<file path="src/verilog/status_consts.svh">
// Constants for the status event reporting block
`ifndef STATUS_CONSTS_SVH
`define STATUS_CONSTS_SVH
// Meaningful flag positions of each group
`define QUAL_VALID_MASK 16'h1e01
`define ACT_VALID_MASK 16'h1f10
// Signal quality flag positions
`define QUAL_DATA_LOSS_BIT 0
`define QUAL_TIMING_LOSS_BIT 9
`define QUAL_LOCK_LOSS_BIT 10
`define QUAL_UNAVAIL_BIT 11
`define QUAL_FIRST_LOCK_BIT 12
// Measurement activity flag positions
`define ACT_GATING_BIT 4
`define ACT_BIT_ERROR_BIT 8
`define ACT_PERIOD_DONE_BIT 9
`define ACT_LOGGING_BIT 10
`define ACT_SKEW_SEARCH_BIT 11
`define ACT_TUNING_BIT 12
// Status byte layout
`define STB_QUAL_BIT 3
`define STB_RQS_BIT 6
`define STB_ACT_BIT 7
// Reset values
`define FALL_RESET 16'h0000
`define MASK_RESET 16'h0000
`define SRE_RESET 8'h00
`endif

</file>
<file path="src/verilog/status_pkg.sv">
// Types for the status event reporting block
package status_pkg;
  // Register selected by a command
  typedef enum logic [2:0] {
    SEL_COND,
    SEL_EVENT,
    SEL_RISE,
    SEL_FALL,
    SEL_MASK,
    SEL_STB,
    SEL_SRE
  } reg_sel_type;
  // Group selected by a command
  typedef enum logic {
    GRP_QUALITY,
    GRP_ACTIVITY
  } group_type;
  // One register command from the controller side
  typedef struct packed {
    logic wr;
    group_type grp;
    reg_sel_type sel;
    logic [15:0] data;
  } cmd_type;
  // Read answer
  typedef struct packed {
    logic valid;
    logic [15:0] data;
  } rsp_type;
endpackage
</file>
<file path="src/verilog/status_event_reporting.sv">
// Status event reporting: two register groups, status byte and service request
// Operation
// - Quality group is 16 bits, documented flags only
// - Quality flags at 1, 512, 1024, 2048, 4096
// - Enable mask gates events onto summary bit
// - Enabled quality event sets status byte bit 3
// - Rising, falling or both edges latch, per bit
// - After reset filters pass rising edges only
// - Activity group is 16 bits, six flags used
// - Period end at bit 9, logging at 10
// - Skew search at 11, tuning at 12
// - Enabled period-done event sets activity summary
// - Condition and event readable per group
// - Enabled summary bit raises service request
// - Activity summary sits at status byte bit 7
// - Reading an event register clears it to the edges passed in that same cycle
`timescale 1ns/1ps
`include "status_consts.svh"

module status_event_reporting #(
  parameter int DATA_W = 16 // Register width
) (
  input wire logic ref_clk_i, // 100 MHz clock
  input wire logic rst_n_i, // Asynchronous reset, active low
  input wire logic [15:0] quality_cond_i, // Live quality conditions, same clock
  input wire logic [15:0] activity_cond_i, // Live activity conditions, same clock
  input wire logic cmd_valid_i, // Command strobe, one cycle
  input wire status_pkg::cmd_type cmd_i, // Command fields
  output status_pkg::rsp_type rsp_o, // Read answer, registered
  output logic [7:0] status_byte_o, // Status byte, registered bits
  output logic srq_o // Service request, level
);

  ////////////////////////////////////////////////////////////////////////////
  // Elaboration check
  if (DATA_W != 16) begin : g_bad_width
    $error("status_event_reporting serves 16-bit groups only");
  end

  ////////////////////////////////////////////////////////////////////////////
  // Storage
  localparam logic [15:0] VALID [2] = '{`QUAL_VALID_MASK, `ACT_VALID_MASK}; // Used positions
  logic [15:0] cond [2]; // Live conditions per group
  logic [15:0] prev_reg [2]; // Conditions one cycle ago
  logic [15:0] event_reg [2]; // Latched events
  logic [15:0] rise_reg [2]; // rising_pass_mask per group
  logic [15:0] fall_reg [2]; // falling_pass_mask per group
  logic [15:0] mask_reg [2]; // Event enable mask per group
  logic [15:0] hit [2]; // Edges passed by the filter this cycle
  logic [1:0] summary_reg; // quality and activity summary bits
  logic [7:0] sre_reg; // Service request enable
  logic srq_reg; // Service request state
  status_pkg::rsp_type rsp_reg; // Read answer
  logic [7:0] stb; // Assembled status byte

  assign cond[0] = quality_cond_i & VALID[0];
  assign cond[1] = activity_cond_i & VALID[1];

  ////////////////////////////////////////////////////////////////////////////
  // Per-group logic
  for (genvar g = 0; g < 2; g++) begin : g_grp
    logic sel_grp; // Command aimed at this group
    logic wr_hit; // Write strobe for this group
    logic rd_event; // Event read of this group

    assign sel_grp = cmd_valid_i && (int'(cmd_i.grp) == g);
    assign wr_hit = sel_grp && cmd_i.wr;
    assign rd_event = sel_grp && !cmd_i.wr && (cmd_i.sel == status_pkg::SEL_EVENT);

    // Filter: pass rising and falling edges per bit
    assign hit[g] = (rise_reg[g] & cond[g] & ~prev_reg[g]) | (fall_reg[g] & ~cond[g] & prev_reg[g]);

    // Previous condition for edge detection
    always_ff @(posedge ref_clk_i or negedge rst_n_i) begin
      if (!rst_n_i) begin
        prev_reg[g] <= 16'h0000;
      end else begin
        prev_reg[g] <= cond[g];
      end
    end

    // Event latch: a new edge wins over a read clear
    always_ff @(posedge ref_clk_i or negedge rst_n_i) begin
      if (!rst_n_i) begin
        event_reg[g] <= 16'h0000;
      end else if (rd_event) begin
        event_reg[g] <= hit[g];
      end else begin
        event_reg[g] <= event_reg[g] | hit[g];
      end
    end

    // Rising filter, passes all used bits after reset
    always_ff @(posedge ref_clk_i or negedge rst_n_i) begin
      if (!rst_n_i) begin
        rise_reg[g] <= VALID[g];
      end else if (wr_hit && cmd_i.sel == status_pkg::SEL_RISE) begin
        rise_reg[g] <= cmd_i.data & VALID[g];
      end
    end

    // Falling filter, closed after reset
    always_ff @(posedge ref_clk_i or negedge rst_n_i) begin
      if (!rst_n_i) begin
        fall_reg[g] <= `FALL_RESET;
      end else if (wr_hit && cmd_i.sel == status_pkg::SEL_FALL) begin
        fall_reg[g] <= cmd_i.data & VALID[g];
      end
    end

    // Event enable mask
    always_ff @(posedge ref_clk_i or negedge rst_n_i) begin
      if (!rst_n_i) begin
        mask_reg[g] <= `MASK_RESET;
      end else if (wr_hit && cmd_i.sel == status_pkg::SEL_MASK) begin
        mask_reg[g] <= cmd_i.data & VALID[g];
      end
    end

    // Summary bit from masked events
    always_ff @(posedge ref_clk_i or negedge rst_n_i) begin
      if (!rst_n_i) begin
        summary_reg[g] <= 1'b0;
      end else begin
        summary_reg[g] <= |(event_reg[g] & mask_reg[g]);
      end
    end
  end

  ////////////////////////////////////////////////////////////////////////////
  // Status byte and service request
  always_comb begin
    stb = 8'h00;
    stb[`STB_QUAL_BIT] = summary_reg[0];
    stb[`STB_ACT_BIT] = summary_reg[1];
    stb[`STB_RQS_BIT] = srq_reg;
  end

  // Service request enable register
  always_ff @(posedge ref_clk_i or negedge rst_n_i) begin
    if (!rst_n_i) begin
      sre_reg <= `SRE_RESET;
    end else if (cmd_valid_i && cmd_i.wr && cmd_i.sel == status_pkg::SEL_SRE) begin
      sre_reg <= cmd_i.data[7:0];
    end
  end

  // Request while any enabled summary bit stands
  always_ff @(posedge ref_clk_i or negedge rst_n_i) begin
    if (!rst_n_i) begin
      srq_reg <= 1'b0;
    end else begin
      srq_reg <= |(stb & sre_reg & ~(8'h01 << `STB_RQS_BIT));
    end
  end

  assign srq_o = srq_reg;
  assign status_byte_o = stb;

  ////////////////////////////////////////////////////////////////////////////
  // Read answer, one cycle after the command
  always_ff @(posedge ref_clk_i or negedge rst_n_i) begin
    if (!rst_n_i) begin
      rsp_reg <= '0;
    end else begin
      rsp_reg.valid <= cmd_valid_i && !cmd_i.wr;
      if (cmd_valid_i && !cmd_i.wr) begin
        case (cmd_i.sel)
          status_pkg::SEL_COND: rsp_reg.data <= cond[cmd_i.grp];
          status_pkg::SEL_EVENT: rsp_reg.data <= event_reg[cmd_i.grp];
          status_pkg::SEL_RISE: rsp_reg.data <= rise_reg[cmd_i.grp];
          status_pkg::SEL_FALL: rsp_reg.data <= fall_reg[cmd_i.grp];
          status_pkg::SEL_MASK: rsp_reg.data <= mask_reg[cmd_i.grp];
          status_pkg::SEL_STB: rsp_reg.data <= {8'h00, stb};
          status_pkg::SEL_SRE: rsp_reg.data <= {8'h00, sre_reg};
          default: rsp_reg.data <= 16'h0000;
        endcase
      end
    end
  end

  assign rsp_o = rsp_reg;
endmodule

</file>
<file path="config.mk">
export PLATFORM = sky130hd
export DESIGN_NAME = status_event_reporting
export DESIGN_NICKNAME = d
export VERILOG_FILES = /design/src/verilog/status_pkg.sv /design/src/verilog/status_event_reporting.sv
export VERILOG_INCLUDE_DIRS = /design/src /design/src/verilog
export SDC_FILE = /design/constraint.sdc
export NUM_CORES = 1
export LEC_CHECK = 0
export BUFFER_PORTS_ARGS = -buffer_cell sky130_fd_sc_hd__buf_2
export CORE_MARGIN = 5
export CORE_UTILIZATION = 49
export CTS_BUF_LIST = sky130_fd_sc_hd__clkbuf_4 sky130_fd_sc_hd__clkbuf_8 sky130_fd_sc_hd__clkbuf_16
export DETAILED_ROUTE_END_ITERATION = 6
export HOLD_SLACK_MARGIN = 0.03
export PLACE_DENSITY = 0.85
export SKIP_CTS_REPAIR_TIMING = 1
export SLEW_MARGIN = 20
export SYNTH_ARGS = -nofsm -noshare
export SYNTH_HDL_FRONTEND = slang
export SYNTH_SLANG_ARGS = --single-unit
</file>
<file path="constraint.sdc">
create_clock -name ref_clk_i -period 1.3 [get_ports ref_clk_i]
set_clock_uncertainty 0.15 [all_clocks]
set_input_delay 0.13 -clock ref_clk_i [delete_from_list [all_inputs] [get_ports ref_clk_i]]
set_output_delay 0.13 -clock ref_clk_i [all_outputs]
set_load 0.02 [all_outputs]
</file>
==> impl_metrics.sql <==
INSERT INTO impl_metrics (metric_group, metric, value, unit) VALUES
('layout', 'seqCellArea', '2016', 'um2'),
('outcome', 'run_status', 'finished with violations', ''),
('worst_setup_path', 'critPathMaxStageDelay', '0.48', 'ns'),
('layout', 'most-common-layout-cells', 'dfrtp_1, buf_4, buf_2', ''),
('grt', 'grt_usage', '20.61', '%'),
('sta', 'final.setup.worst_slack', '-0.05135', 'ns'),
('worst_setup_path', 'rrSetupSlack', '0.01', 'ns'),
('route', 'route.antenna.remaining_nets', '0', ''),
('cts', 'clk_latency', '0.35', 'ns'),
('worst_setup_path', 'crit_path_max_fanout', '9', ''),
('layout', 'n_fill_cell', '504', ''),
('worst_setup_path', 'worstRegToRegCells', '4', ''),
('sta', 'timing.fmax', '740.0', 'MHz'),
('sta', 'finalHoldViolCount', '0', ''),
('grt', 'vias_in_the_first_global_route', '2987', ''),
('cts', 'buffer_cell_driving_the_clock_tree_root', 'clkbuf_8', ''),
('worst_setup_path', 'critical_path.cell_chain', 'buf_2 -> or3b_1 -> nor2_4 -> nand3_4 -> mux2_4', ''),
('worst_setup_path', 'cpMaxStageDelayCell', 'or3b_1', ''),
('logic_synthesis', 'mappedNetlistArea', '3745', 'um2'),
('worst_setup_path', 'setup.worst_path.end_class', 'flop', ''),
('sta', 'report.final.setup_viol', '5', ''),
('worst_hold_path', 'worst_hold_check_path_type', 'in2async', ''),
('cts', 'cts_made_buffers', '9', ''),
('cts', 'tritoncts_clock_tree', 'built', ''),
('grt', 'antenna_violations_before_repair', '0', ''),
('cts', 'max-clock-path-buffers', '2', ''),
('worst_setup_path', 'critPathRequiredTime', '1.39', 'ns'),
('route', 'detail_route.drc_violations', '0', ''),
('layout', 'final_core_utilization', '69.36', '%'),
('placed_design', 'dpl_cell_area', '4516', 'um2'),
('worst_setup_path', 'rr_startpoint', 'fall_reg[8]', ''),
('logic_synthesis', 'ys_ff_latch', '80', ''),
('outcome', 'failed_checks', 'negative setup slack', ''),
('worst_setup_path', 'regToRegEndpoint', 'rsp_o[8]', ''),
('power_and_ir_drop', 'leakage', '0.002366', 'uW'),
('sta', 'slew_violations', '0', ''),
('layout', 'multi_input_area', '1719', 'um2'),
('cts', 'cts.clk_slew.worst_paths', '0.08', 'ns'),
('power_and_ir_drop', 'comb_power_share', '23.6', '%'),
('layout', 'ant_diodes', '0', ''),
('layout', 'final_instance_area', '5085', 'um2'),
('placed_design', 'place.gp.congestion', '0.9229', ''),
('sta', 'period_share', '103.9', '%'),
('power_and_ir_drop', 'power.density_cell_area', '1394', 'nW/um2'),
('power_and_ir_drop', 'ir_drop', '1.076', 'mV'),
('power_and_ir_drop', 'sw_frac_of_total', '28.18', '%'),
('logic_synthesis', 'synth.avg_cell_area', '12.12', 'um2'),
('floorplan', 'die_width', '97.42', 'um'),
('cts', 'number_of_clock_sinks_seen_by_cts', '80', ''),
('route', 'detailed_router_iteration_count_before_antenna_repair', '4', ''),
('placed_design', 'dp_hpwl', '7041', 'um'),
('layout', 'numnets_final', '494', ''),
('placed_design', 'buffer_ports.inserted', '49', ''),
('route', 'routed-via-count', '3001', ''),
('logic_synthesis', 'synth-seq-area-share', '53.83', '%'),
('power_and_ir_drop', 'share_of_power_burned_in_the_clock_network', '30.0', '%'),
('logic_synthesis', 'yosys.cell_types.count', '45', ''),
('placed_design', 'pre_cts_slack', '-0.3878', 'ns'),
('logic_synthesis', 'edff_count_synth', '0', ''),
('floorplan', 'floorplan.rows', '31', ''),
('route', 'wire_per_inst', '18.39', 'um'),
('sta', 'finalSetupTns', '-0.2071', 'ns'),
('power_and_ir_drop', 'netSwitchingPower', '1998', 'uW'),
('grt', 'grt_max_degree', '40', ''),
('worst_setup_path', 'critPathKind', 'in2reg', ''),
('floorplan', 'die_h', '97.42', 'um'),
('logic_synthesis', 'ys_warn_count', '0', ''),
('layout', 'largest_register_ff_count', '14', ''),
('sta', 'grt_setup_unrepaired', 'yes', ''),
('logic_synthesis', 'synthArstFlopShare', '100.0', '%'),
('cts', 'h-tree-depth', '3', '');
## layer usage
metal | track usage (%) | vias up | part of all wire, %
li1 | - | 1377 | -
met1 | 25.64 | 1483 | 41
met2 | 34.95 | 121 | 50
met3 | 6.604 | 20 | 7.0
met4 | 4.899 | 0 | 1.8
met5 | 0 | - | 0
## cells by family after synthesis
| group | count (synthesis) | synth area share [%] |
|---|---|---|
| AND/OR/NAND/NOR | 81 | 12.33 |
| AO/OA/AOI/OAI | 56 | 10.09 |
| multiplexers | 65 | 19.78 |
| other | 1 | 0.1001 |
| buffers and inverters | 26 | 3.876 |
| flip-flops | 80 | 53.83 |
## how the worst max path moves through the flow
stage	slack, ns	end	from	cells past startpoint
floorplan	-0.22	mask_reg[16]	cmd_i[18]	6
global placement	-0.34	mask_reg[25]	cmd_i[18]	5
detailed placement	-0.39	mask_reg[27]	cmd_i[18]	5
CTS	-0.04	rsp_o[11]	rise_reg[11]	4
global route	-0.05	mask_reg[16]	cmd_i[18]	5
finish	-0.05	mask_reg[27]	cmd_i[18]	5
## critical path, delay by kind of cell
kind / cells / cell delay (ns)
and+or+nand+nor: 3 / 0.80
muxes: 1 / 0.33
buffers and inverters: 1 / 0.17
## stage by stage
step / hold WS [ns] / power, uW / std cells
6_report: 0.01972 / 7089 / 542
5_1_grt: 0.01958 / 7407 / 542
4_1_cts: -0.5272 / 6971 / 514
3_5_place_dp: -0.1440 / 4840 / 498
3_3_place_gp: -0.1464 / 4758 / 498
2_1_floorplan: -0.3156 / 4156 / 316
## cell type report
| type | count | area share (%) |
|---|---|---|
| clock buffer | 12 | 3.248 |
| inverter | 6 | 0.4429 |
| timing repair buffer | 131 | 18.95 |
| multi-input combinational | 210 | 33.81 |
| clock inverter | 4 | 1.476 |
| sequential | 80 | 39.64 |
| tap | 99 | 2.436 |
## cells in the mapped netlist, types with 3 or more instances
master	instances	area, um2
a21o_1	3	22.52
a21oi_1	5	25.02
a22oi_1	8	60.06
buf_2	8	40.04
buf_4	10	75.07
dfrtp_1	69	1727
dfstp_2	11	289.0
inv_1	5	18.77
mux2_2	32	360.4
mux2_4	10	150.1
mux2i_1	23	230.2
nand2_1	34	127.6
nand3b_1	11	82.58
nor2_1	7	26.28
nor3_1	4	20.02
o211ai_1	3	22.52
o21ai_0	13	65.06
o221ai_1	5	43.79
o22ai_1	11	68.82
## power by group through the flow
| stage | Combinational, uW | Sequential, uW | Clock [uW] |
|---|---|---|---|
| final | 1670 | 3290 | 2130 |
| after global routing | 1800 | 3340 | 2270 |
| after CTS | 1540 | 3270 | 2160 |
| after detailed placement | 1530 | 3310 | 0 |
| after global placement | 1480 | 3280 | 0 |
| after floorplan | 816 | 3340 | 0 |
(Power assumes the default switching activity.)
